<file path="config.mk">
export PLATFORM = sky130hd
export DESIGN_NAME = sdreg_bank
export DESIGN_NICKNAME = d
export VERILOG_FILES = /design/src/sdreg_pkg.sv /design/src/sdreg_bank.sv
export SDC_FILE = /design/constraint.sdc
export NUM_CORES = 1
export LEC_CHECK = 0
export BUFFER_PORTS_ARGS = -buffer_cell sky130_fd_sc_hd__buf_2
export CAP_MARGIN = 20
export CORE_AREA = 2 2 95 188
export CTS_CLUSTER_SIZE = 8
export DETAILED_ROUTE_END_ITERATION = 7
export DIE_AREA = 0 0 97 190
export PLACE_DENSITY_LB_ADDON = 0.3
export SYNTH_ARGS = -nofsm -noshare
export SYNTH_HDL_FRONTEND = slang
export SYNTH_SLANG_ARGS = --single-unit
</file>
<file path="constraint.sdc">
create_clock -name core_clk -period 3.92 [get_ports core_clk]
set_input_delay 0.392 -clock core_clk [delete_from_list [all_inputs] [get_ports core_clk]]
set_output_delay 0.392 -clock core_clk [all_outputs]
set_load 0.02 [all_outputs]
</file>
<file path="src/sdreg_pkg.sv">
// Constants, register selects and field encodings for the card register bank.
// Assumes a command decoder on the same clock that issues read and write requests.
// ****************************************************************************
// Summary of operation
// ****************************************************************************
// Summary of operation
// - A 32-bit operating-conditions word reports the supported voltage window and the power-up busy flag.
// - Bit 31 of that word reads 0 while busy and turns 1 only once power-up and initialization are complete.
// - Bits 23 to 15 all read 1, one bit for each 0.1 V slice from 2.7 V to 3.6 V.
// - Bit 24, the low-voltage switch accepted flag, reads 0.
// - Every reserved bit of the operating-conditions word reads 0, bit 7 and bits 29 to 25 and 14 to 0 included.
// - A 128-bit identity word holds maker code, OEM code, product name, revision and serial number from the top.
// - Identity bits 23 to 20 read 0, and the date and serial number fields are set per production lot.
// - Identity bits 7 to 1 hold a 7-bit checksum over the identity contents and bit 0 reads 1.
// - A 128-bit card-specific data word describes access characteristics and capabilities.
// - Only the writable fields of the card-specific data word change, and only through the program command.
// - The 16-bit driver-stage register is not implemented, so driver strength cannot be programmed.
// - A 64-bit configuration word describes the special features of the card.
// - A 512-bit status block carries status bits and card feature information.
// - A 16-bit relative address register, written during identification, selects the card on the bus.
package sdreg_pkg;

  typedef enum logic [2:0] {
    SDREG_SEL_OCR,
    SDREG_SEL_CID,
    SDREG_SEL_CSD,
    SDREG_SEL_RCA,
    SDREG_SEL_DSR,
    SDREG_SEL_CFG,
    SDREG_SEL_STAT
  } sdreg_sel_t;

  // ****************************************************************************
  // Operating-conditions word
  // ****************************************************************************
  localparam int OCR_W = 32;
  localparam int OCR_BUSY_BIT = 31;
  localparam int OCR_CCS_BIT = 30;
  localparam int OCR_LOW_VOLTAGE_SWITCH_ACCEPTED_BIT = 24;
  localparam int OCR_WIN_HI = 23;
  localparam int OCR_WIN_LO = 15;
  localparam logic OCR_CCS_VAL = 1'h0;
  localparam logic OCR_LOW_VOLTAGE_SWITCH_ACCEPTED_VAL = 1'h0;
  localparam logic [8:0] OCR_WIN_VAL = 9'h1ff;
  localparam logic [OCR_W-1:0] OCR_RESET = 32'h0000_0000;

  // ****************************************************************************
  // Identity word
  // ****************************************************************************
  localparam int CID_W = 128;
  localparam int CID_BODY_W = 120;
  localparam logic [3:0] CID_GAP_VAL = 4'h0;
  localparam logic CID_END_BIT = 1'h1;
  localparam int CRC_W = 7;
  localparam logic [CRC_W-1:0] CRC7_POLY = 7'h09;
  localparam logic [CRC_W-1:0] CRC7_INIT = 7'h00;
  localparam logic [6:0] CRC_CNT_INIT = 7'h00;
  localparam logic [6:0] CRC_CNT_LAST = 7'h78;

  // ****************************************************************************
  // Card-specific data word
  // ****************************************************************************
  localparam int CSD_W = 128;
  localparam int CSD_TMP_BIT = 12;
  localparam int CSD_PERM_BIT = 13;
  localparam int CSD_COPY_BIT = 14;
  localparam int CSD_CRC_LO = 1;
  localparam int CSD_CRC_HI = 7;
  localparam logic [CSD_W-1:0] CSD_WR_MASK = 128'h0000_0000_0000_0000_0000_0000_0000_70fe;
  localparam logic [1:0] CSD_STRUCT_VAL = 2'h1;
  localparam logic [7:0] CSD_ACCESS_TIME_CODE_VAL = 8'h0e;
  localparam logic [7:0] CSD_NSAC_VAL = 8'h00;
  localparam logic [7:0] CSD_SPEED_VAL = 8'h32;
  localparam logic [11:0] CSD_CCC_VAL = 12'h5b5;
  localparam logic [3:0] CSD_RBL_VAL = 4'h9;
  localparam logic [3:0] CSD_WBL_VAL = 4'h9;
  localparam logic [2:0] CSD_R2W_VAL = 3'h2;
  localparam logic CSD_ERASE_VAL = 1'h1;
  localparam logic [6:0] CSD_SECTOR_VAL = 7'h7f;
  localparam logic [6:0] CSD_WPGRP_VAL = 7'h00;

  // ****************************************************************************
  // Other words
  // ****************************************************************************
  localparam int RCA_W = 16;
  localparam logic [RCA_W-1:0] RCA_RESET = 16'h0000;
  localparam int CFG_W = 64;
  localparam int STAT_W = 512;
  localparam int STAT_CHUNKS = 4;
  localparam logic [CID_W-1:0] DATA_ZERO = 128'h0;

endpackage

</file>
<file path="src/sdreg_bank.sv">
// Card-side identification and configuration register bank.
// Assumes requests come from a command decoder on core_clk; init_done comes from the init sequencer.
`timescale 1ns/1ps
module sdreg_bank #(
  parameter logic [7:0] MAKER_CODE = 8'h5a,        // Arbitrary value
  parameter logic [15:0] OEM_CODE = 16'h4142,      // Arbitrary value
  parameter logic [39:0] PRODUCT_NAME = 40'h4e41_4e44_30,
  parameter logic [7:0] PRODUCT_REV = 8'h10,
  parameter logic [31:0] SERIAL_NUMBER = 32'h0000_0001,
  parameter logic [11:0] MANUFACTURE_DATE = 12'h000,
  parameter logic [21:0] CAPACITY_SIZE = 22'h00_0000,
  parameter logic [6:0] CSD_CRC_INIT = 7'h00,
  parameter logic [63:0] CONFIG_VALUE = 64'h0000_0000_0000_0000,
  parameter logic [511:0] STATUS_VALUE = 512'h0
) (
  // Clock and reset
  input wire logic core_clk,
  input wire logic reset,
  // Initialization progress
  input wire logic init_done,
  // Read requests
  input wire logic rd_req,
  input wire sdreg_pkg::sdreg_sel_t rd_sel,
  input wire logic [1:0] rd_index,
  output logic rd_valid,
  output logic rd_refused,
  output logic [sdreg_pkg::CID_W-1:0] rd_data,
  // Write requests
  input wire logic wr_req,
  input wire sdreg_pkg::sdreg_sel_t wr_sel,
  input wire logic [sdreg_pkg::CSD_W-1:0] wr_data,
  output logic wr_done,
  output logic wr_error,
  // Register views
  output logic [sdreg_pkg::OCR_W-1:0] operating_conditions_reg,
  output logic [sdreg_pkg::RCA_W-1:0] relative_address_reg,
  output logic id_check_ready
);
  import sdreg_pkg::*;

  // ****************************************************************************
  // Fixed words
  // ****************************************************************************
  logic [CID_BODY_W-1:0] cid_body;
  logic [CSD_W-1:0] csd_fixed;
  logic [OCR_W-1:0] ocr_ready;
  logic [CID_W-1:0] card_identity_reg;
  logic [CSD_W-1:0] card_specific_data_reg;
  logic [CFG_W-1:0] card_config_reg;

  assign cid_body = {MAKER_CODE, OEM_CODE, PRODUCT_NAME, PRODUCT_REV, SERIAL_NUMBER,
                     CID_GAP_VAL, MANUFACTURE_DATE};
  assign csd_fixed = {CSD_STRUCT_VAL, 6'h00, CSD_ACCESS_TIME_CODE_VAL, CSD_NSAC_VAL, CSD_SPEED_VAL, CSD_CCC_VAL,
                      CSD_RBL_VAL, 4'h0, 6'h00, CAPACITY_SIZE, 1'h0, CSD_ERASE_VAL, CSD_SECTOR_VAL,
                      CSD_WPGRP_VAL, 1'h0, 2'h0, CSD_R2W_VAL, CSD_WBL_VAL, 1'h0, 5'h00, 1'h0,
                      3'h0, 2'h0, 2'h0, 7'h00, CID_END_BIT};
  assign card_config_reg = CONFIG_VALUE;

  always_comb begin
    ocr_ready = OCR_RESET;
    ocr_ready[OCR_WIN_HI:OCR_WIN_LO] = OCR_WIN_VAL;
    ocr_ready[OCR_LOW_VOLTAGE_SWITCH_ACCEPTED_BIT] = OCR_LOW_VOLTAGE_SWITCH_ACCEPTED_VAL;
    ocr_ready[OCR_CCS_BIT] = OCR_CCS_VAL;
  end

  // ****************************************************************************
  // Identity checksum engine
  // ****************************************************************************
  logic [CID_BODY_W-1:0] crc_shift;
  logic [CID_BODY_W-1:0] next_crc_shift;
  logic [CRC_W-1:0] cid_crc;
  logic [CRC_W-1:0] next_cid_crc;
  logic [6:0] crc_cnt;
  logic [6:0] next_crc_cnt;
  logic next_id_check_ready;
  logic crc_fb;

  always_comb begin
    next_crc_shift = crc_shift;
    next_cid_crc = cid_crc;
    next_crc_cnt = crc_cnt;
    next_id_check_ready = id_check_ready;
    crc_fb = crc_shift[CID_BODY_W-1] ^ cid_crc[CRC_W-1];
    if (!id_check_ready) begin
      next_crc_shift = {crc_shift[CID_BODY_W-2:0], 1'h0};
      next_cid_crc = {cid_crc[CRC_W-2:0], 1'h0} ^ (crc_fb ? CRC7_POLY : CRC7_INIT);
      next_crc_cnt = crc_cnt + 7'h01;
      next_id_check_ready = (next_crc_cnt == CRC_CNT_LAST);
    end
  end

  always_ff @(posedge core_clk) begin
    if (reset) begin
      crc_shift <= cid_body;
      cid_crc <= CRC7_INIT;
      crc_cnt <= CRC_CNT_INIT;
      id_check_ready <= 1'h0;
    end else begin
      crc_shift <= next_crc_shift;
      cid_crc <= next_cid_crc;
      crc_cnt <= next_crc_cnt;
      id_check_ready <= next_id_check_ready;
    end
  end

  assign card_identity_reg = {cid_body, cid_crc, CID_END_BIT};

  // ****************************************************************************
  // Operating conditions and busy flag
  // ****************************************************************************
  logic [OCR_W-1:0] next_ocr;

  always_comb begin
    next_ocr = ocr_ready;
    next_ocr[OCR_BUSY_BIT] = operating_conditions_reg[OCR_BUSY_BIT] | (init_done & id_check_ready);
  end

  always_ff @(posedge core_clk) begin
    if (reset) begin
      operating_conditions_reg <= OCR_RESET;
    end else begin
      operating_conditions_reg <= next_ocr;
    end
  end

  // ****************************************************************************
  // Writable fields: card data and relative address
  // ****************************************************************************
  logic csd_copy;
  logic csd_perm;
  logic csd_tmp;
  logic [CRC_W-1:0] csd_crc;
  logic next_csd_copy;
  logic next_csd_perm;
  logic next_csd_tmp;
  logic [CRC_W-1:0] next_csd_crc;
  logic [RCA_W-1:0] next_rca;
  logic next_wr_done;
  logic next_wr_error;

  always_comb begin
    card_specific_data_reg = csd_fixed;
    card_specific_data_reg[CSD_COPY_BIT] = csd_copy;
    card_specific_data_reg[CSD_PERM_BIT] = csd_perm;
    card_specific_data_reg[CSD_TMP_BIT] = csd_tmp;
    card_specific_data_reg[CSD_CRC_HI:CSD_CRC_LO] = csd_crc;
  end

  always_comb begin
    next_csd_copy = csd_copy;
    next_csd_perm = csd_perm;
    next_csd_tmp = csd_tmp;
    next_csd_crc = csd_crc;
    next_rca = relative_address_reg;
    next_wr_done = 1'h0;
    next_wr_error = 1'h0;
    if (wr_req) begin
      next_wr_done = 1'h1;
      case (wr_sel)
        SDREG_SEL_CSD: begin
          if ((wr_data & ~CSD_WR_MASK) != (card_specific_data_reg & ~CSD_WR_MASK)) begin
            next_wr_error = 1'h1;
          end else begin
            next_csd_copy = csd_copy | wr_data[CSD_COPY_BIT];
            next_csd_perm = csd_perm | wr_data[CSD_PERM_BIT];
            next_csd_tmp = wr_data[CSD_TMP_BIT];
            next_csd_crc = wr_data[CSD_CRC_HI:CSD_CRC_LO];
          end
        end
        SDREG_SEL_RCA: begin
          next_rca = wr_data[RCA_W-1:0];
        end
        default: begin
          next_wr_error = 1'h1;
        end
      endcase
    end
  end

  always_ff @(posedge core_clk) begin
    if (reset) begin
      csd_copy <= 1'h0;
      csd_perm <= 1'h0;
      csd_tmp <= 1'h0;
      csd_crc <= CSD_CRC_INIT;
      relative_address_reg <= RCA_RESET;
      wr_done <= 1'h0;
      wr_error <= 1'h0;
    end else begin
      csd_copy <= next_csd_copy;
      csd_perm <= next_csd_perm;
      csd_tmp <= next_csd_tmp;
      csd_crc <= next_csd_crc;
      relative_address_reg <= next_rca;
      wr_done <= next_wr_done;
      wr_error <= next_wr_error;
    end
  end

  // ****************************************************************************
  // Read port
  // ****************************************************************************
  logic [CID_W-1:0] next_rd_data;
  logic next_rd_valid;
  logic next_rd_refused;

  always_comb begin
    next_rd_data = DATA_ZERO;
    next_rd_valid = rd_req;
    next_rd_refused = 1'h0;
    if (rd_req) begin
      case (rd_sel)
        SDREG_SEL_OCR: next_rd_data = {96'h0, operating_conditions_reg};
        SDREG_SEL_CID: next_rd_data = card_identity_reg;
        SDREG_SEL_CSD: next_rd_data = card_specific_data_reg;
        SDREG_SEL_RCA: next_rd_data = {112'h0, relative_address_reg};
        SDREG_SEL_CFG: next_rd_data = {64'h0, card_config_reg};
        SDREG_SEL_STAT: next_rd_data = STATUS_VALUE[rd_index*CID_W +: CID_W];
        default: next_rd_refused = 1'h1;
      endcase
    end
  end

  always_ff @(posedge core_clk) begin
    if (reset) begin
      rd_data <= DATA_ZERO;
      rd_valid <= 1'h0;
      rd_refused <= 1'h0;
    end else begin
      rd_data <= next_rd_data;
      rd_valid <= next_rd_valid;
      rd_refused <= next_rd_refused;
    end
  end

endmodule

</file>
==> results of run 1 <==
## where the power goes
part	internal (mW)	switching [mW]	leakage, nW	total [mW]
Clock	0.865	0.760	0.280	1.62
Sequential	1.81	0.0317	1.42	1.84
Combinational	0.106	0.199	2.14	0.305
## synthesized netlist by cell type (all sizes together)
| master | n | area share |
|---|---|---|
| ha | 2 | 0.0033 |
| o21ai | 10 | 0.0066 |
| a21o | 1 | 0.0012 |
| a31oi | 1 | 0.00083 |
| nand4 | 17 | 0.014 |
| and3 | 2 | 0.0017 |
| or3 | 2 | 0.0017 |
| nand2 | 66 | 0.033 |
| nor2 | 108 | 0.054 |
| or2 | 1 | 0.00083 |
| or4 | 2 | 0.0020 |
| conb | 1 | 0.00050 |
| nor2b | 10 | 0.0083 |
| nand4b | 1 | 0.0012 |
| inv | 4 | 0.0020 |
| o22ai | 1 | 0.00083 |
| a2bb2oi | 1 | 0.0012 |
| or4b | 2 | 0.0032 |
| buf | 153 | 0.15 |
| clkbuf | 25 | 0.013 |
| and4b | 1 | 0.0013 |
| nor4b | 5 | 0.0058 |
| nor4bb | 8 | 0.011 |
| xor2 | 4 | 0.0047 |
| and4 | 3 | 0.0038 |
| and2 | 6 | 0.0050 |
| nand3 | 3 | 0.0020 |
| a22o | 3 | 0.0035 |
| nor4 | 14 | 0.014 |
| a21oi | 30 | 0.020 |
| nand4bb | 1 | 0.0015 |
| nor3b | 1 | 0.0010 |
| nand2b | 2 | 0.0017 |
| nor3 | 4 | 0.0027 |
| mux2 | 7 | 0.010 |
| a21boi | 1 | 0.0010 |
| mux2i | 110 | 0.15 |
| a22oi | 7 | 0.0070 |
| dfxtp | 173 | 0.46 |
| xnor2 | 3 | 0.0035 |
## path summary, 6_finish.rpt
check	end	slack (ns)
setup / recovery	csd_crc[5]	1.79
setup reg to reg	crc_shift[117]	2.00
hold / removal	operating_conditions_reg[31]	0.20
hold reg to reg	csd_perm	0.46
## cells in the final DEF (no fill, tap or decap), drive strengths merged, types with 2 or more instances in the layout
master / Yosys / final
clkbuf: 25 / 18
xnor2: 3 / 3
or3: 2 / 2
and4: 3 / 3
a22o: 3 / 3
nor3: 4 / 4
xor2: 4 / 4
o21ai: 10 / 10
a22oi: 7 / 7
nor2b: 10 / 10
mux2: 7 / 7
nand2b: 2 / 2
buf: 153 / 242
nor2: 108 / 108
and3: 2 / 2
or4: 2 / 2
nand3: 3 / 3
inv: 4 / 13
mux2i: 110 / 110
clkinv: 0 / 3
a21oi: 30 / 30
clkinvlp: 0 / 2
ha: 2 / 2
and2: 6 / 6
nand2: 66 / 66
nor4b: 5 / 5
nand4: 17 / 17
conb: 1 / 81
nor4bb: 8 / 8
nor4: 14 / 14
dfxtp: 173 / 173
or4b: 2 / 2
## kinds of logic after synthesis
logic type / after synthesis / synth area share
AOI/OAI and AO/OA: 55 / 0.0420
and+or+nand+nor: 259 / 0.169
xor gates and xnor gates: 7 / 0.00814
buffers and inverters: 182 / 0.161
muxes: 117 / 0.157
DFF: 173 / 0.460
adders and majority gates: 2 / 0.00332
other: 1 / 0.000498
## cell type report
type,instances,area [um^2],area share
Clock buffer,18,439,0.0503
Multi-Input combinational cell,521,3170,0.363
Sequential cell,173,3470,0.397
Inverter,4,15.0,0.00172
Tap cell,210,263,0.0301
Timing Repair Buffer,242,1240,0.142
Clock inverter,14,140,0.0161
## layer usage
layer  vias up  track usage  part of all wire
li1       2795            -                 -
met1      2548        0.208              0.42
met2       239        0.303              0.49
met3        17       0.0400             0.062
met4         0       0.0742             0.027
met5         -            0                 0
## worst max-delay path, stage by stage
cell	delay (ns)
buf_2	0.10
nor4bb_1	0.65
nand4_1	0.24
or4_1	0.71
o21ai_0	0.23
a21oi_1	0.09
## per-stage QoR
stage          area, um^2  power, mW
2_1_floorplan        7830       2.14
3_3_place_gp         8150       2.18
3_5_place_dp         8150       2.19
4_1_cts              8730       3.81
5_1_grt              8730       3.92
6_report             8730       3.77
==> flow_metrics.tcl, run 1 <==
set metrics [dict create \
    cp.required_ns 4.19 \
    max-clock-path-buffers 2 \
    cts_tree "done" \
    clk_pin_slew_ns 0.07 \
    worstReg2RegStart "id_check_ready" \
    hold_viol 0 \
    gr-total-overflow 0 \
    cts_resized 0 \
    cts_hold_buf 0 \
    setup_violations 0 \
    hp-start "init_done" \
    clock-sinks 173 \
    worstHoldPathCells 3 \
    critPathKind "in -> reg" \
    worst_slew_pin_slew_ns 0.953 \
    status "finished, final reports clean" \
    wirelength_um 16400 \
    drc_errors 0 \
    dieHeight_um 190 \
    ys_types 48 \
    ant_nets 0 \
    ys_ff_latch 173 \
    via_per_inst 4.74 \
    dieArea_um2 18400 \
    cts_made_buffers 17 \
    initial_utilization 0.440 \
    dp_cells 1150 \
    grt_max_degree 87 \
    worst_setup_path_start_kind "primary input" \
    syn_avg_cell_area_um2 9.46 \
    hp-class "in -> reg" \
    final_max_slew_viol_count 0 \
    via_count 5599 \
    drt_iter0_drc 204 \
    fill_cells 1609 \
    startpoint "wr_data[79]" \
    root_buffer "clkbuf_16" \
    core_area_um2 17100 \
    ioPinCount 322 \
    drt_pre_antenna_iters 6 \
    wire_per_inst_um 13.9 \
    max-slew-margin-rel 0.365 \
    portBuffers 238 \
    yosysWarnings 0 \
    irDropWorstVdd_uv 260 \
    final_cells 1182 \
    arrival_ns 2.40 \
    power.density_nw_per_um2 432 \
    worstSetupEndpointType "flip-flop" \
    finClkSkew_ns 0.00880 \
    fin_tns_setup_ns 0 \
    rsz0062_at_grt "no" \
    largest_reg_flops 104 \
    post-place-ws_ns 1.27 \
    grt_pass1_vias 5114 \
    htreeDepth 4 \
    drv_cap 0 \
    drive_gt1_frac 0.298 \
    dieWidth_um 97 \
    syn_inst 796 \
    grt_pass1_wl_um 25800 \
    r2r_cells 3 \
    gp_congestion 0.828 \
    antenna_cells 0 \
    num_rows 68 \
    dpl.hpwl_um 12200 \
    synth_area_um2 7530 \
    layout.nets 1102 \
    antenna_found_initial 0 \
    period_share 0.542 \
    max_clock_freq_mhz 470 \
    synthToLayoutAreaGrowth_pct 15.9 \
    fin_crit_ns 2.13 \
    worstPathMaxFanout 8 \
    insertion_delay_ns 0.42 \
    grt_use_total 0.175 \
    hold_slack_ns 0.200 \
    post_cts_buffers 0 \
    ys_seq_area_frac 0.460 \
    post-route-util 0.510 \
    p_leak_nw 3.83 \
    setup_ws_ns 1.79 \
]
Power figures use the tool's default switching activity.
==> run 2, diff against run 1 <==
--- a/config.mk
+++ b/config.mk
@@ -5,12 +5,13 @@
 export SDC_FILE = /design/constraint.sdc
 export NUM_CORES = 1
 export LEC_CHECK = 0
+export ABC_AREA = 1
 export BUFFER_PORTS_ARGS = -buffer_cell sky130_fd_sc_hd__buf_2
 export CAP_MARGIN = 20
-export CORE_AREA = 2 2 95 188
+export CORE_AREA = 2 2 99 197
 export CTS_CLUSTER_SIZE = 8
 export DETAILED_ROUTE_END_ITERATION = 7
-export DIE_AREA = 0 0 97 190
+export DIE_AREA = 0 0 101 199
 export PLACE_DENSITY_LB_ADDON = 0.3
 export SYNTH_ARGS = -nofsm -noshare
 export SYNTH_HDL_FRONTEND = slang
==> constraint.sdc (replaced) <==
create_clock -name core_clk -period 1.7 [get_ports core_clk]
set_input_delay 0.17 -clock core_clk [delete_from_list [all_inputs] [get_ports core_clk]]
set_output_delay 0.17 -clock core_clk [all_outputs]
set_load 0.02 [all_outputs]
==> run 2 against run 1 <==
Compared with the run above: via count rose by 29%; setup slack got worse by 1.6 ns; die area rose by 9.1%; design area is 7.4% higher; sequential share of layout area is 2.8 points lower; clock power up 130%; sequential power rose by 130%; first-iteration DRC count up 91%; critical path type is now reg -> out; largest power group unchanged.
==> flow_metrics.tcl, run 2 <==
set metrics [dict create \
    status "finished, final reports clean" \
    grt_pass1_wl_um 32100 \
    grt_use_total 0.208 \
    via_count 7248 \
    cpMaxStageDelayCell "dfxtp_2" \
    ys_types 29 \
    dieArea_um2 20100 \
    grt_use_met1 0.226 \
    p_leak_nw 4.89 \
    synthToLayoutAreaGrowth_pct 15.8 \
    ioPinCount 322 \
    finClkSkew_ns 0.0111 \
    gr-usage-met2 0.379 \
    layout.nets 1473 \
    final_cells 1567 \
    core_area_um2 18700 \
    wirelength_um 21200 \
    synth_area_leaders "dfxtp_1 (43%), nor2_1 (15%), buf_4 (13%)" \
    hp-class "in -> reg" \
    fill_cells 1895 \
    worst_setup_path_start_kind "flip-flop" \
    synth_area_um2 8100 \
    synth_xor_area_frac 0.00757 \
    dieWidth_um 101 \
    final_max_slew_viol_count 0 \
    htreeDepth 4 \
    max-clock-path-buffers 2 \
    regArea_um2 3460 \
    synth_compound_area_frac 0.0971 \
    fin_crit_ns 1.49 \
    cts_made_buffers 17 \
    final_common_cell "nor2_1" \
    critPathKind "reg -> out" \
    max_clock_freq_mhz 671 \
    ys_seq_area_frac 0.428 \
    post-place-ws_ns 0.150 \
    wire_per_inst_um 13.5 \
    grt_pass1_vias 6605 \
    antenna_found_initial 6 \
    synthMuxAreaShare 0 \
    gr-total-overflow 0 \
    via_per_inst 4.63 \
    critical_path.cell_chain "buf_4 > buf_2" \
    cp.required_ns 1.53 \
    drt_iter0_drc 390 \
    irDropWorstVdd_uv 559 \
    syn_inst 1160 \
    top_usage_layer "met2" \
    dp_cells 1527 \
    drv_cap 0 \
    rsz0062_at_grt "no" \
    worstPathMaxFanout 36 \
    root_buffer "clkbuf_16" \
    mostFrequentLayoutCells "nor2_1 (324), buf_2 (238), dfxtp_1 (172)" \
    gp_congestion 0.970 \
    arrival_ns 1.32 \
    post-route-util 0.502 \
    drive_gt1_frac 0.224 \
    largest_reg_flops 104 \
    setup_ws_ns 0.209 \
    synth_top_family_by_area "simple AND/OR/NAND/NOR gates" \
    ys_async_sr_fraction 0 \
    path_delay_family "buffers and inverters" \
    yosysTopAreaCell "dfxtp_1" \
    drt_pre_antenna_iters 5 \
    yosys.area.top_type_share 0.428 \
    ys_top_cells_by_count "nor2_1 (324), dfxtp_1 (173), nand2_1 (164)" \
    multiInputGateArea_um2 3360 \
    grt_max_degree 130 \
    num_rows 71 \
    fin_tns_setup_ns 0 \
    ys_ff_latch 173 \
    syn_avg_cell_area_um2 6.98 \
    fin_area_um2 9370 \
    synth-simple-area-share 0.270 \
    synth_edf_count 0 \
    portBuffers 238 \
    yosysWarnings 0 \
    hold_viol 0 \
    clock-sinks 173 \
    synth_fa_ha_area_frac 0.00309 \
    initial_utilization 0.434 \
    drc_errors 0 \
    synth_most_common_cell "nor2_1" \
    ant_nets 0 \
    crit_path_max_incr_delay_ns 0.36 \
    grt.met3_usage 0.0432 \
    synth_flop_cell "dfxtp_1" \
    period_share 0.877 \
    cts_tree "done" \
    clk_pin_slew_ns 0.07 \
    power.density_nw_per_um2 935 \
    dpl.hpwl_um 16300 \
    worstSetupEndpointType "primary output" \
    post_cts_buffers 0 \
    postPlaceCellArea_um2 8770 \
    setup_violations 0 \
    insertion_delay_ns 0.43 \
    crit_buf_inv 2 \
    dieHeight_um 199 \
]
==> run 2: cell types whose count changed after synthesis, moves of 8 or more <==
cell,before,now
nor4bb_1,8,0
inv_1,3,85
o21ai_0,8,108
nor4_1,13,0
mux2i_1,110,0
nand2_1,66,164
nand3_1,3,46
nor2b_1,10,0
buf_2,0,22
nor2_1,108,324
nand4_1,17,5
buf_1,15,2
==> run 2: cell families after synthesis <==
group | after synthesis
AO/OA/AOI/OAI | 151
XOR/XNOR | 7
adder cells (fa/ha/maj) | 2
buffers and inverters | 276
flip-flops | 173
other | 1
AND/OR/NAND/NOR | 550
==> run 2: final cells by class <==
type,instances,area share
clock buffers,18,0.0458
well taps,219,0.0292
diodes,5,0.00133
inverters,93,0.0372
clock inverters,14,0.0137
repair buffers,254,0.145
multi-input cells,791,0.358
flip-flops and latches,173,0.370
==> run 2: worst min-delay path: stages <==
cell and delay, ns:
buf_2 0.10, nand3_1 0.08, a21oi_1 0.06
==> run 2: final timing paths <==
| check | endpoint | slack, ns | start | cells past startpoint |
|---|---|---|---|---|
| min reg2reg | crc_shift[17] | 0.45 | crc_shift[16] | 2 |
| max | id_check_ready | 0.21 | id_check_ready | 2 |
| max reg2reg | crc_cnt[6] | 0.29 | crc_cnt[0] | 8 |
| min | csd_copy | 0.04 | wr_data[14] | 3 |
==> run 2: metrics by stage <==
step / power (mW) / hold slack, ns
4_1_cts: 8.84 / 0.0232
5_1_grt: 9.12 / 0.0398
3_5_place_dp: 5.16 / 0.409
2_1_floorplan: 4.99 / 0.269
3_3_place_gp: 5.15 / 0.406
6_report: 8.76 / 0.0413
==> run 2: metal layers <==
metal | routed length, um | vias to the layer above
li1 | - | 3722
met1 | 8340 | 3251
met2 | 11200 | 243
met3 | 1160 | 30
met4 | 541 | 2
met5 | 12 | -
==> run 2: where the power goes <==
| part | total, mW | switching (mW) | leakage, nW | internal [mW] |
|---|---|---|---|---|
| sequential | 4.24 | 0.0679 | 1.42 | 4.17 |
| clock | 3.69 | 1.76 | 0.262 | 1.93 |
| combinational | 0.834 | 0.562 | 3.22 | 0.272 |
==> run 2: repair_timing <==
action | in CTS | in global routing
endpoints found under the hold margin | 4 | 0
hold buffers | 3 | 0
resized for setup | 0 | 0
==> run 3, diff against run 2 <==
--- a/config.mk
+++ b/config.mk
@@ -13,6 +13,7 @@
 export DETAILED_ROUTE_END_ITERATION = 7
 export DIE_AREA = 0 0 101 199
 export PLACE_DENSITY_LB_ADDON = 0.3
+export SLEW_MARGIN = 25
 export SYNTH_ARGS = -nofsm -noshare
 export SYNTH_HDL_FRONTEND = slang
 export SYNTH_SLANG_ARGS = --single-unit
==> constraint.sdc (replaced) <==
create_clock -name core_clk -period 1.35 [get_ports core_clk]
set_input_delay 0.135 -clock core_clk [delete_from_list [all_inputs] [get_ports core_clk]]
set_output_delay 0.135 -clock core_clk [all_outputs]
set_load 0.02 [all_outputs]
==> run 3 against run 2 <==
Compared with the run above: hold slack got worse by 0.018 ns; final cell count increased by 1.3%; non-clock buffer count increased by 23; sequential power rose by 26%; clock skew shrank 0.0039 ns; critical path type is now in -> reg; largest cell class unchanged.
==> flow_metrics.tcl, run 3 (synthesis gave the netlist of run 2 again) <==
set metrics [dict create \
    status "finished, final reports clean" \
    setup_ws_ns 0.0847 \
    drc_errors 0 \
    largest_reg_flops 104 \
    via_per_inst 4.63 \
    max-clock-path-buffers 2 \
    irDropWorstVdd_uv 1010 \
    hp-class "in -> reg" \
    worst_setup_path_start_kind "primary input" \
    worstPathMaxFanout 4 \
    grt_pass1_vias 6674 \
    cts_made_buffers 17 \
    hold_viol 0 \
    crit_end "rd_data[5]" \
    via_count 7351 \
    clock_power_share 0.431 \
    gp_congestion 0.997 \
    initial_utilization 0.434 \
    dieHeight_um 199 \
    ioPinCount 322 \
    grt_pass1_wl_um 32300 \
    startpoint "rd_sel[0]" \
    antenna_found_initial 7 \
    dieWidth_um 101 \
    insertion_delay_ns 0.42 \
    grt_max_degree 91 \
    num_rows 71 \
    critPathKind "in -> reg" \
    final_common_cell "nor2_1" \
    gr-total-overflow 0 \
    finClkSkew_ns 0.00726 \
    worstReg2RegStart "crc_cnt[1]" \
    wire_per_inst_um 13.4 \
    fin_tns_setup_ns 0 \
    ant_nets 0 \
    post-place-ws_ns -0.186 \
    r2r_cells 8 \
    drive_gt1_frac 0.242 \
    mostFrequentLayoutCells "nor2_1 (322), buf_2 (238), dfxtp_1 (168)" \
    p_comb_frac 0.098 \
    drv_cap 0 \
    fin_crit_ns 1.27 \
    power.density_nw_per_um2 1170 \
    power_frac_seq 0.471 \
    clk_pin_slew_ns 0.06 \
    wirelength_um 21200 \
    root_buffer "clkbuf_16" \
    cp.required_ns 1.71 \
    rrSetupSlack_ns 0.09 \
    internal_power_mw 8.59 \
    max_clock_freq_mhz 790 \
    arrival_ns 1.63 \
    period_share 0.937 \
    final_max_slew_viol_count 0 \
    synthToLayoutAreaGrowth_pct 19.3 \
    dieArea_um2 20100 \
    grt_use_total 0.207 \
    drt_iter0_drc 357 \
    p_leak_nw 5.03 \
    cts_tree "done" \
    drt_pre_antenna_iters 4 \
    portBuffers 238 \
    htreeDepth 4 \
    dpl.hpwl_um 16400 \
    setup_violations 0 \
    post-route-util 0.518 \
    layout.nets 1496 \
    switching_power_mw 2.75 \
    p_sw_frac 0.242 \
    core_area_um2 18700 \
    reg2reg_to "crc_cnt[6]" \
    clock-sinks 173 \
    worstSetupEndpointType "flip-flop" \
]
run 3: area by class of cell:
type                            count  area, um^2
Multi-Input combinational cell    791        3390
Sequential cell                   173        3470
Timing Repair Buffer              277        1580
Antenna cell                        5        12.5
Inverter                           93         349
Clock buffer                       20         447
Clock inverter                     10         143
Fill cell                        1895        9000
Tap cell                          219         274
run 3: per-layer routing:
metal	track usage	vias up	wire length [um]
li1	-	3765	-
met1	0.223	3332	8220
met2	0.378	222	11400
met3	0.0429	30	1140
met4	0.0951	2	486
met5	0	-	11
run 3: worst max-delay path: stages:
cell and delay, ns:
dlygate4sd3_1 0.53, buf_2 0.14, inv_2 0.08, nand2_1 0.08, nor2_2 0.14, inv_2 0.06
buf_4 0.14, o211ai_1 0.15, nand2_1 0.12, inv_1 0.06
run 3: worst min-delay path by stage:
stage                              end  slack (ns)       start  cells past startpoint
2_1_floorplan               rd_refused        0.23   rd_sel[0]                      1
6_report       relative_address_reg[4]        0.02  wr_data[4]                      3
3_5_place_dp                rd_refused        0.38   rd_sel[0]                      2
5_1_grt                       wr_error        0.02   wr_sel[0]                      3
4_1_cts        relative_address_reg[4]       0.009  wr_data[4]                      3
3_3_place_gp                rd_refused        0.37   rd_sel[0]                      2
run 3: what timing repair did:
| action | in CTS | in global routing |
|---|---|---|
| hold buffers | 5 | 0 |
| resized for setup | 2 | 10 |
| endpoints found under the hold margin | 5 | 0 |
| pin swaps | 0 | 1 |
| buffers inserted | 0 | 1 |
| setup endpoints to repair | 38 | 9 |
run 3: power groups by stage:
stage	combinational [mW]	sequential (mW)	clock, mW
2_1_floorplan	0.805	5.48	0
3_3_place_gp	1.08	5.45	0
3_5_place_dp	1.09	5.46	0
4_1_cts	1.11	5.34	4.98
5_1_grt	1.24	5.36	5.18
6_report	1.11	5.34	4.88
run 3: metrics by stage:
stage               instance area, um^2  hold WS, ns  std cells  power [mW]
finish                             9660       0.0233       1588        11.3
global route                       9660       0.0214       1588        11.8
CTS                                9600      0.00867       1582        11.4
detailed placement                 8960        0.383       1547        6.55
global placement                   8960        0.375       1547        6.53
floorplan                          8400        0.234       1240        6.28
